### src/hdl/thermal_failsafe_pkg.sv
package thermal_failsafe_pkg;

  // ---------------------------------------------------------------
  // register offsets
  // ---------------------------------------------------------------
  localparam logic [7:0] REMOTE1_CRITICAL_LIMIT_ADDR = 8'h6A;
  localparam logic [7:0] LOCAL_CRITICAL_LIMIT_ADDR = 8'h6B;
  localparam logic [7:0] REMOTE2_CRITICAL_LIMIT_ADDR = 8'h6C;
  localparam logic [7:0] REMOTE1_LOCAL_HYSTERESIS_ADDR = 8'h6D;
  localparam logic [7:0] REMOTE2_HYSTERESIS_ADDR = 8'h6E;
  localparam logic [7:0] TEST_TREE_ENABLE_ADDR = 8'h6F;
  localparam logic [7:0] REMOTE1_TEMP_OFFSET_ADDR = 8'h70;

  // ---------------------------------------------------------------
  // reset values
  // ---------------------------------------------------------------
  localparam logic [7:0] CRITICAL_LIMIT_RESET = 8'hA4;
  localparam logic [7:0] REMOTE1_LOCAL_HYSTERESIS_RESET = 8'h44;
  localparam logic [7:0] REMOTE2_HYSTERESIS_RESET = 8'h40;
  localparam logic [7:0] TEST_TREE_ENABLE_RESET = 8'h00;
  localparam logic [7:0] REMOTE1_TEMP_OFFSET_RESET = 8'h00;

  // ---------------------------------------------------------------
  // field positions and codes
  // ---------------------------------------------------------------
  localparam int LOCAL_HYST_FIELD_LSB = 0;
  localparam int REMOTE1_HYST_FIELD_LSB = 4;
  localparam int REMOTE2_HYST_FIELD_LSB = 4;
  localparam int HYST_FIELD_WIDTH = 4;
  localparam int TEST_TREE_ON_BIT = 0;
  localparam logic [7:0] CRITICAL_DISABLE_CODE = 8'h80;
  localparam logic [7:0] FULL_DUTY = 8'hFF;
  localparam logic [7:0] READ_UNMAPPED = 8'h00;

  // channel order: 0 remote 1, 1 local, 2 remote 2
  localparam int NUM_CHANNELS = 3;
  localparam int CH_REMOTE1 = 0;
  localparam int CH_LOCAL = 1;
  localparam int CH_REMOTE2 = 2;

  // temperature: 8-bit limit code plus 2 bits of 0.25 degree
  localparam int TEMP_FRAC_BITS = 2;
  localparam int TEMP_WIDTH = 10;

  typedef struct packed {
    logic valid;
    logic [TEMP_WIDTH-1:0] value;
  } temp_result_t;

  typedef struct packed {
    logic write;
    logic [7:0] addr;
    logic [7:0] wdata;
  } reg_access_t;

endpackage

### src/hdl/thermal_failsafe_limit_regs.sv
// Behaviour
// - Any channel above its critical limit forces every fan duty to full.
// - A critical limit of 0x80 disables the full-duty override of a channel.
// - Full duty holds until the channel falls below limit minus hysteresis.
// - With the alarm pin as output, exceeding a limit by 0.25 drives it low.
// - Hysteresis is 4 bits per channel: local 3:0, remote 1 7:4, remote 2 7:4.
// - Below its start temperature a fan keeps minimum duty down to start-hyst.
// - Test enable bit 0 enters test-tree mode; clearing it leaves that mode.
// - The signed half-degree remote 1 offset is added to each remote 1 read.
// - With the lock bit set these registers ignore all writes.
// - Above its start temperature a fan runs from minimum duty upward.

// ---------------------------------------------------------------
// per-channel limit and start-temperature evaluation
// ---------------------------------------------------------------
module thermal_channel_eval
(
  // clock and reset
  input wire logic i_sys_clk,
  input wire logic i_reset_n,
  // corrected result
  input wire thermal_failsafe_pkg::temp_result_t i_result,
  // settings
  input wire logic [7:0] i_limit,
  input wire logic [3:0] i_hyst,
  input wire logic [7:0] i_fan_start_temperature,
  // flags
  output logic o_override,
  output logic o_alarm,
  output logic o_fan_running
);

  wire logic [7:0] temp_int;
  wire logic [9:0] limit_q;
  wire logic [8:0] release_diff;
  wire logic [8:0] start_diff;
  wire logic [7:0] release_level;
  wire logic [7:0] start_off_level;
  wire logic disabled;
  wire logic above_limit;
  wire logic above_limit_q;
  wire logic below_release;
  wire logic above_start;
  wire logic at_start_off;

  assign temp_int = i_result.value[9:2];
  assign limit_q = {i_limit, 2'h0};
  assign release_diff = {1'b0, i_limit} - {5'h00, i_hyst};
  assign start_diff = {1'b0, i_fan_start_temperature} - {5'h00, i_hyst};
  assign release_level = release_diff[8] ? 8'h00 : release_diff[7:0];
  assign start_off_level = start_diff[8] ? 8'h00 : start_diff[7:0];
  assign disabled = (i_limit == thermal_failsafe_pkg::CRITICAL_DISABLE_CODE);
  assign above_limit = (temp_int > i_limit);
  assign above_limit_q = (i_result.value > limit_q);
  assign below_release = (temp_int < release_level);
  assign above_start = (temp_int > i_fan_start_temperature);
  assign at_start_off = (temp_int <= start_off_level);

  // full-duty override latch
  always_ff @(posedge i_sys_clk or negedge i_reset_n)
  begin
    if (!i_reset_n)
      o_override <= 1'b0;
    else if (disabled)
      o_override <= 1'b0;
    else if (i_result.valid)
    begin
      if (above_limit)
        o_override <= 1'b1;
      else if (below_release)
        o_override <= 1'b0;
    end
  end

  // alarm latch, quarter-degree resolution
  always_ff @(posedge i_sys_clk or negedge i_reset_n)
  begin
    if (!i_reset_n)
      o_alarm <= 1'b0;
    else if (disabled)
      o_alarm <= 1'b0;
    else if (i_result.valid)
    begin
      if (above_limit_q)
        o_alarm <= 1'b1;
      else if (below_release)
        o_alarm <= 1'b0;
    end
  end

  // minimum-duty run latch
  always_ff @(posedge i_sys_clk or negedge i_reset_n)
  begin
    if (!i_reset_n)
      o_fan_running <= 1'b0;
    else if (i_result.valid)
    begin
      if (above_start)
        o_fan_running <= 1'b1;
      else if (at_start_off)
        o_fan_running <= 1'b0;
    end
  end

endmodule

// ---------------------------------------------------------------
// register bank, offset correction and fan override
// ---------------------------------------------------------------
module thermal_failsafe_limit_regs
(
  // clock and reset
  input wire logic i_sys_clk,
  input wire logic i_reset_n,
  // register port from the serial bus engine
  input wire thermal_failsafe_pkg::reg_access_t i_reg,
  output logic [7:0] o_reg_rdata,
  // configuration from outside this block
  input wire logic i_config_lock,
  input wire logic i_alarm_pin_is_output,
  // raw temperature results
  input wire thermal_failsafe_pkg::temp_result_t i_remote1_raw,
  input wire thermal_failsafe_pkg::temp_result_t i_local_result,
  input wire thermal_failsafe_pkg::temp_result_t i_remote2_result,
  // fan start temperatures, one per channel
  input wire logic [2:0][7:0] i_fan_start_temperature,
  // duty requested by the automatic fan loop
  input wire logic [2:0][7:0] i_loop_duty,
  // fan drive
  output logic [2:0][7:0] o_fan_duty,
  output logic [2:0] o_fan_running,
  output logic o_full_duty_override,
  // corrected remote 1 result
  output thermal_failsafe_pkg::temp_result_t o_remote1_result,
  // thermal alarm pin
  input wire logic i_thermal_alarm_pin,
  output logic o_thermal_alarm_pin,
  output logic o_thermal_alarm_pin_oe,
  // test mode
  output logic o_test_tree_on
);

  logic [2:0][7:0] critical_limit;
  logic [7:0] remote1_local_hysteresis;
  logic [7:0] remote2_hysteresis;
  logic test_tree_on;
  logic [7:0] remote1_temp_offset;
  thermal_failsafe_pkg::temp_result_t remote1_result;

  wire logic write_ok;
  wire logic [7:0] next_rdata;
  wire logic [11:0] offset_sum;
  wire logic [9:0] corrected;
  wire logic [2:0][3:0] hyst;
  wire thermal_failsafe_pkg::temp_result_t [2:0] results;
  wire logic [2:0] override;
  wire logic [2:0] alarm;
  wire logic [2:0] running;
  wire logic any_override;
  wire logic any_alarm;

  // ---------------------------------------------------------------
  // write decode
  // ---------------------------------------------------------------
  assign write_ok = i_reg.write & ~i_config_lock;

  always_ff @(posedge i_sys_clk or negedge i_reset_n)
  begin
    if (!i_reset_n)
    begin
      critical_limit[0] <= thermal_failsafe_pkg::CRITICAL_LIMIT_RESET;
      critical_limit[1] <= thermal_failsafe_pkg::CRITICAL_LIMIT_RESET;
      critical_limit[2] <= thermal_failsafe_pkg::CRITICAL_LIMIT_RESET;
      remote1_local_hysteresis <=
        thermal_failsafe_pkg::REMOTE1_LOCAL_HYSTERESIS_RESET;
      remote2_hysteresis <= thermal_failsafe_pkg::REMOTE2_HYSTERESIS_RESET;
      test_tree_on <= thermal_failsafe_pkg::TEST_TREE_ENABLE_RESET[0];
      remote1_temp_offset <= thermal_failsafe_pkg::REMOTE1_TEMP_OFFSET_RESET;
    end
    else if (write_ok)
    begin
      case (i_reg.addr)
        thermal_failsafe_pkg::REMOTE1_CRITICAL_LIMIT_ADDR:
          critical_limit[0] <= i_reg.wdata;
        thermal_failsafe_pkg::LOCAL_CRITICAL_LIMIT_ADDR:
          critical_limit[1] <= i_reg.wdata;
        thermal_failsafe_pkg::REMOTE2_CRITICAL_LIMIT_ADDR:
          critical_limit[2] <= i_reg.wdata;
        thermal_failsafe_pkg::REMOTE1_LOCAL_HYSTERESIS_ADDR:
          remote1_local_hysteresis <= i_reg.wdata;
        thermal_failsafe_pkg::REMOTE2_HYSTERESIS_ADDR:
          remote2_hysteresis <= i_reg.wdata;
        thermal_failsafe_pkg::TEST_TREE_ENABLE_ADDR:
          // reserved bits are not stored
          test_tree_on <=
            i_reg.wdata[thermal_failsafe_pkg::TEST_TREE_ON_BIT];
        thermal_failsafe_pkg::REMOTE1_TEMP_OFFSET_ADDR:
          remote1_temp_offset <= i_reg.wdata;
        default:
          ;
      endcase
    end
  end

  // ---------------------------------------------------------------
  // read mux
  // ---------------------------------------------------------------
  assign next_rdata =
    (i_reg.addr == thermal_failsafe_pkg::REMOTE1_CRITICAL_LIMIT_ADDR) ?
      critical_limit[0] :
    (i_reg.addr == thermal_failsafe_pkg::LOCAL_CRITICAL_LIMIT_ADDR) ?
      critical_limit[1] :
    (i_reg.addr == thermal_failsafe_pkg::REMOTE2_CRITICAL_LIMIT_ADDR) ?
      critical_limit[2] :
    (i_reg.addr == thermal_failsafe_pkg::REMOTE1_LOCAL_HYSTERESIS_ADDR) ?
      remote1_local_hysteresis :
    (i_reg.addr == thermal_failsafe_pkg::REMOTE2_HYSTERESIS_ADDR) ?
      remote2_hysteresis :
    (i_reg.addr == thermal_failsafe_pkg::TEST_TREE_ENABLE_ADDR) ?
      {7'h00, test_tree_on} :
    (i_reg.addr == thermal_failsafe_pkg::REMOTE1_TEMP_OFFSET_ADDR) ?
      remote1_temp_offset :
      thermal_failsafe_pkg::READ_UNMAPPED;

  always_ff @(posedge i_sys_clk or negedge i_reset_n)
  begin
    if (!i_reset_n)
      o_reg_rdata <= thermal_failsafe_pkg::READ_UNMAPPED;
    else
      o_reg_rdata <= next_rdata;
  end

  // ---------------------------------------------------------------
  // remote 1 offset correction, saturating
  // ---------------------------------------------------------------
  // one offset step is two quarter-degree steps
  assign offset_sum = {2'h0, i_remote1_raw.value} +
    {{3{remote1_temp_offset[7]}}, remote1_temp_offset, 1'b0};
  assign corrected = offset_sum[11] ? 10'h000 :
    (offset_sum[10] ? 10'h3FF : offset_sum[9:0]);

  always_ff @(posedge i_sys_clk or negedge i_reset_n)
  begin
    if (!i_reset_n)
      remote1_result <= '0;
    else
    begin
      remote1_result.valid <= i_remote1_raw.valid;
      if (i_remote1_raw.valid)
        remote1_result.value <= corrected;
    end
  end

  // ---------------------------------------------------------------
  // channel evaluation
  // ---------------------------------------------------------------
  assign hyst[thermal_failsafe_pkg::CH_REMOTE1] =
    remote1_local_hysteresis[thermal_failsafe_pkg::REMOTE1_HYST_FIELD_LSB +:
      thermal_failsafe_pkg::HYST_FIELD_WIDTH];
  assign hyst[thermal_failsafe_pkg::CH_LOCAL] =
    remote1_local_hysteresis[thermal_failsafe_pkg::LOCAL_HYST_FIELD_LSB +:
      thermal_failsafe_pkg::HYST_FIELD_WIDTH];
  assign hyst[thermal_failsafe_pkg::CH_REMOTE2] =
    remote2_hysteresis[thermal_failsafe_pkg::REMOTE2_HYST_FIELD_LSB +:
      thermal_failsafe_pkg::HYST_FIELD_WIDTH];

  assign results[thermal_failsafe_pkg::CH_REMOTE1] = remote1_result;
  assign results[thermal_failsafe_pkg::CH_LOCAL] = i_local_result;
  assign results[thermal_failsafe_pkg::CH_REMOTE2] = i_remote2_result;

  genvar ch;
  generate
    for (ch = 0; ch < thermal_failsafe_pkg::NUM_CHANNELS; ch++)
    begin : g_channel
      thermal_channel_eval u_eval
      (
        .i_sys_clk(i_sys_clk),
        .i_reset_n(i_reset_n),
        .i_result(results[ch]),
        .i_limit(critical_limit[ch]),
        .i_hyst(hyst[ch]),
        .i_fan_start_temperature(i_fan_start_temperature[ch]),
        .o_override(override[ch]),
        .o_alarm(alarm[ch]),
        .o_fan_running(running[ch])
      );
    end
  endgenerate

  assign any_override = |override;
  assign any_alarm = (|alarm) & i_alarm_pin_is_output;

  // ---------------------------------------------------------------
  // outputs
  // ---------------------------------------------------------------
  always_ff @(posedge i_sys_clk or negedge i_reset_n)
  begin
    if (!i_reset_n)
    begin
      o_fan_duty <= '0;
      o_fan_running <= 3'h0;
      o_full_duty_override <= 1'b0;
      o_remote1_result <= '0;
      o_thermal_alarm_pin <= 1'b1;
      o_thermal_alarm_pin_oe <= 1'b0;
      o_test_tree_on <= 1'b0;
    end
    else
    begin
      for (int i = 0; i < thermal_failsafe_pkg::NUM_CHANNELS; i++)
      begin
        o_fan_duty[i] <= any_override ?
          thermal_failsafe_pkg::FULL_DUTY : i_loop_duty[i];
      end
      o_fan_running <= running;
      o_full_duty_override <= any_override;
      o_remote1_result <= remote1_result;
      // open-drain style: drive low only while alarmed
      o_thermal_alarm_pin <= 1'b0;
      o_thermal_alarm_pin_oe <= any_alarm;
      o_test_tree_on <= test_tree_on;
    end
  end

  // pin level is read by the fan loop elsewhere; not used here
  wire logic unused_alarm_in;
  assign unused_alarm_in = i_thermal_alarm_pin;

endmodule

### config.mk
export PLATFORM = sky130hd
export DESIGN_NAME = thermal_failsafe_limit_regs
export DESIGN_NICKNAME = d
export VERILOG_FILES = /design/src/hdl/thermal_failsafe_pkg.sv /design/src/hdl/thermal_failsafe_limit_regs.sv
export SDC_FILE = /design/constraint.sdc
export NUM_CORES = 1
export LEC_CHECK = 0
export BUFFER_PORTS_ARGS = -buffer_cell sky130_fd_sc_hd__buf_4
export CORE_MARGIN = 2
export CORE_UTILIZATION = 47
export CTS_CLUSTER_SIZE = 8
export DETAILED_ROUTE_END_ITERATION = 8
export PLACE_DENSITY = 0.69
export SYNTH_ARGS = -nofsm -noshare
export SYNTH_HDL_FRONTEND = slang
export SYNTH_HIERARCHICAL = 1
export SYNTH_SLANG_ARGS = --single-unit
### constraint.sdc
create_clock -name i_sys_clk -period 3.34 [get_ports i_sys_clk]
set_clock_uncertainty 0.15 [all_clocks]
set_input_delay 0.835 -clock i_sys_clk [delete_from_list [all_inputs] [get_ports i_sys_clk]]
set_output_delay 0.835 -clock i_sys_clk [all_outputs]
set_load 0.02 [all_outputs]
==> flow_metrics.tcl <==
set metrics [dict create \
    status "finished clean" \
    syn_area_um2 8890 \
    synth_warnings 6 \
    io_pins 153 \
    netSwitchingPower_uw 1340 \
    p_total_uw 4670 \
    start_util_pct 47.7 \
    yosysSeqAreaShare_pct 33.7 \
    crit_required_ns 3.48 \
    setup_violations 0 \
    internal_power_uw 3330 \
    portBuffers 151 \
    ir_worst_vdd_v 0.000441 \
    switching_share_pct 28.7 \
    grt_usage_pct 23.8 \
    die_w_um 142 \
    ys_types 62 \
    core_um2 18600 \
    min_period_ns 3.15 \
    grt_max_degree 54 \
    dp.cells 1340 \
    drive_gt1_share_pct 25.9 \
    async_reset_ff_share_pct 100 \
    wire_per_inst_um 16.6 \
    cp-start-kind "input port" \
    grt_pass1_vias 7533 \
    power_density_nw_per_um2 418 \
    ys_top_cells_by_area "dfrtp_1 30%, ha_1 18%, mux2_2 5.4%, a21oi_1 4.4%, dfstp_2 3.8%" \
    tightestPinTransition_ns 0.717 \
    synth_top_cells_by_count "127 x ha_1, 106 x dfrtp_1, 89 x inv_1" \
    yosysTopAreaCell "dfrtp_1" \
    worstPathArrival_ns 3.29 \
    synth-seq-cells 119 \
    p_comb_share_pct 20.9 \
    rows 50 \
    synth_enable_flop_cells 0 \
    cts_tree "yes" \
    viasPerCell 5.51 \
    fmax_mhz 318 \
    fp.dieH_um 142 \
    place_hpwl_um 17800 \
    clkTransAtPathRegs_ns 0.06 \
    synth_ff_type "dfrtp_1" \
    hold_buffers 0 \
    die_area_um2 20000 \
    path_class "input port to flip-flop" \
    cts_setup_buffers 0 \
    fin_cells 1372 \
    num_antenna_cells 0 \
    antenna_found_initial 0 \
    power.leakage_uw 0.00517 \
    vias 7554 \
    synth_xor_area_share_pct 1.18 \
    grt_setup_unrepaired "no" \
    drv_slew 0 \
    synthesis.nets 1174 \
    yosys.area_share.simple_pct 17.7 \
    hp-class "flip-flop to flip-flop" \
    drt-initial-drc-count 417 \
    drt-total-wl_um 22700 \
    seq_power_share_pct 34.6 \
    cp-end-kind "flip-flop" \
    first_pass_iters 5 \
    drv_cap 0 \
    synth_top_family_by_area "adder cells" \
    cts_inserted_buffers 17 \
    synth_mux_area_share_pct 7.85 \
    gr-total-overflow 0 \
    tns_ns 0 \
    cts_max_level 4 \
    drtAntennaViolNets 0 \
    synth_adder_area_share_pct 19.4 \
    fin_nets 1362 \
    area_delta_synth_final_pct 25.6 \
    insertion_delay_ns 0.42 \
    slew_headroom_pct 52.2 \
    post_cts_resized 0 \
    hold_viol_final 0 \
    drc 0 \
    finalCritPeriodShare_pct 94.2 \
    p_clk_share_pct 44.5 \
    yosysTopAreaCellShare_pct 29.8 \
    gp_congestion 0.907 \
    synth.most_common_cell "ha_1" \
    synth-compound-area-share_pct 15.6 \
    synth.avg_cell_area_um2 9.49 \
    grt_pass1_wl_um 37900 \
    cts_root_buf "clkbuf_16" \
    crit_fanout 4 \
    syn_inst 937 \
    cts_sinks 119 \
    clockBufferDepth 2 \
]
metrics by stage:
stage | setup WS, ns | util [%] | instance area (µm²) | hold slack (ns)
after CTS | 0.194 | 59.9 | 11200 | 0.234
final | 0.194 | 59.9 | 11200 | 0.233
after global placement | -0.117 | 56.3 | 10500 | 0.218
after global routing | 0.00308 | 59.9 | 11200 | 0.250
after detailed placement | -0.230 | 56.3 | 10500 | 0.220
after floorplan | 0.114 | - | 8890 | 0.204
logic make-up after synthesis:
group | after synthesis
xor+xnor | 12
simple gates | 282
fa+ha+maj | 134
flops | 119
mux | 64
buf+inv | 102
other cells | 1
compound gates | 223
routing by layer:
layer	global-route usage, %	routed length [µm]
met5	0	0
met4	7.26	436
met3	3.81	1050
met2	39.9	10800
met1	32.0	10400
cell usage in the layout (no fill, tap or decap), types with 9 or more instances in the layout:
master,Yosys,routed
a21oi_1,78,77
inv_1,89,89
dfstp_2,13,13
nor4_1,10,10
a31oi_1,10,10
dfrtp_1,106,105
buf_4,1,181
nand2_1,58,58
nor2_1,53,53
nand3_1,16,16
and3_1,11,11
o211ai_1,9,9
a211oi_1,11,11
mux2i_1,18,18
xnor2_1,9,9
o21ai_0,31,30
mux2_2,43,43
nand2b_1,39,39
ha_1,127,127
o21a_1,15,15
o21ai_1,19,20
clkbuf_16,0,17
nand4_1,22,22
nor3_1,16,15
nor2b_1,28,28
o22ai_1,12,12
final cells by class:
class	count	area [µm²]
Sequential cell	119	3000
Multi-Input combinational cell	716	5510
Timing Repair Buffer	182	1380
Tap cell	234	293
Fill cell	1612	7470
Clock buffer	17	425
Inverter	89	334
Clock inverter	15	241
registers in the layout (all words and copies together) (netlist names), 8 cells and up:
name,count
o_reg_rdata,8
o_fan_duty,24
remote1_temp_offset,8
remote1_result,11
remote2_hysteresis,8
critical_limit,24
o_remote1_result,11
remote1_local_hysteresis,8
critical path, stage by stage:
cell      delay (ns)
buf_4           0.09
inv_1           0.03
ha_1            0.21
fa_1            0.40
nor2b_1         0.17
o21ai_2         0.10
and3_1          0.19
nor2_1          0.08
a31oi_1         0.09
ha_1            0.30
a211oi_1        0.25
o21ai_0         0.18
o31ai_1         0.24
o22ai_1         0.11
path summary, 6_finish.rpt:
check | from | to | slack (ns) | cells past startpoint
worst max-delay path | i_fan_start_temperature[0] | g_channel[0].u_eval/o_fan_running | 0.19 | 14
worst min-delay path | g_channel[0].u_eval/o_fan_running | o_fan_running[0] | 0.23 | 0
worst max register to register | critical_limit[16] | g_channel[2].u_eval/o_alarm | 0.23 | 14
worst min register to register | g_channel[0].u_eval/o_fan_running | o_fan_running[0] | 0.23 | 0
max in group asynchronous | i_reset_n | critical_limit[23] | 1.90 | 2
min in group asynchronous | i_reset_n | remote1_result[5] | 0.32 | 1
power by group through the flow:
stage	clock network, µW	registers (µW)	logic, µW
after floorplan	0	1640	567
after CTS	2120	1620	977
after global routing	2180	1630	1110
after detailed placement	0	1640	968
after global placement	0	1640	943
final	2080	1620	976
(Power assumes the default switching activity.)
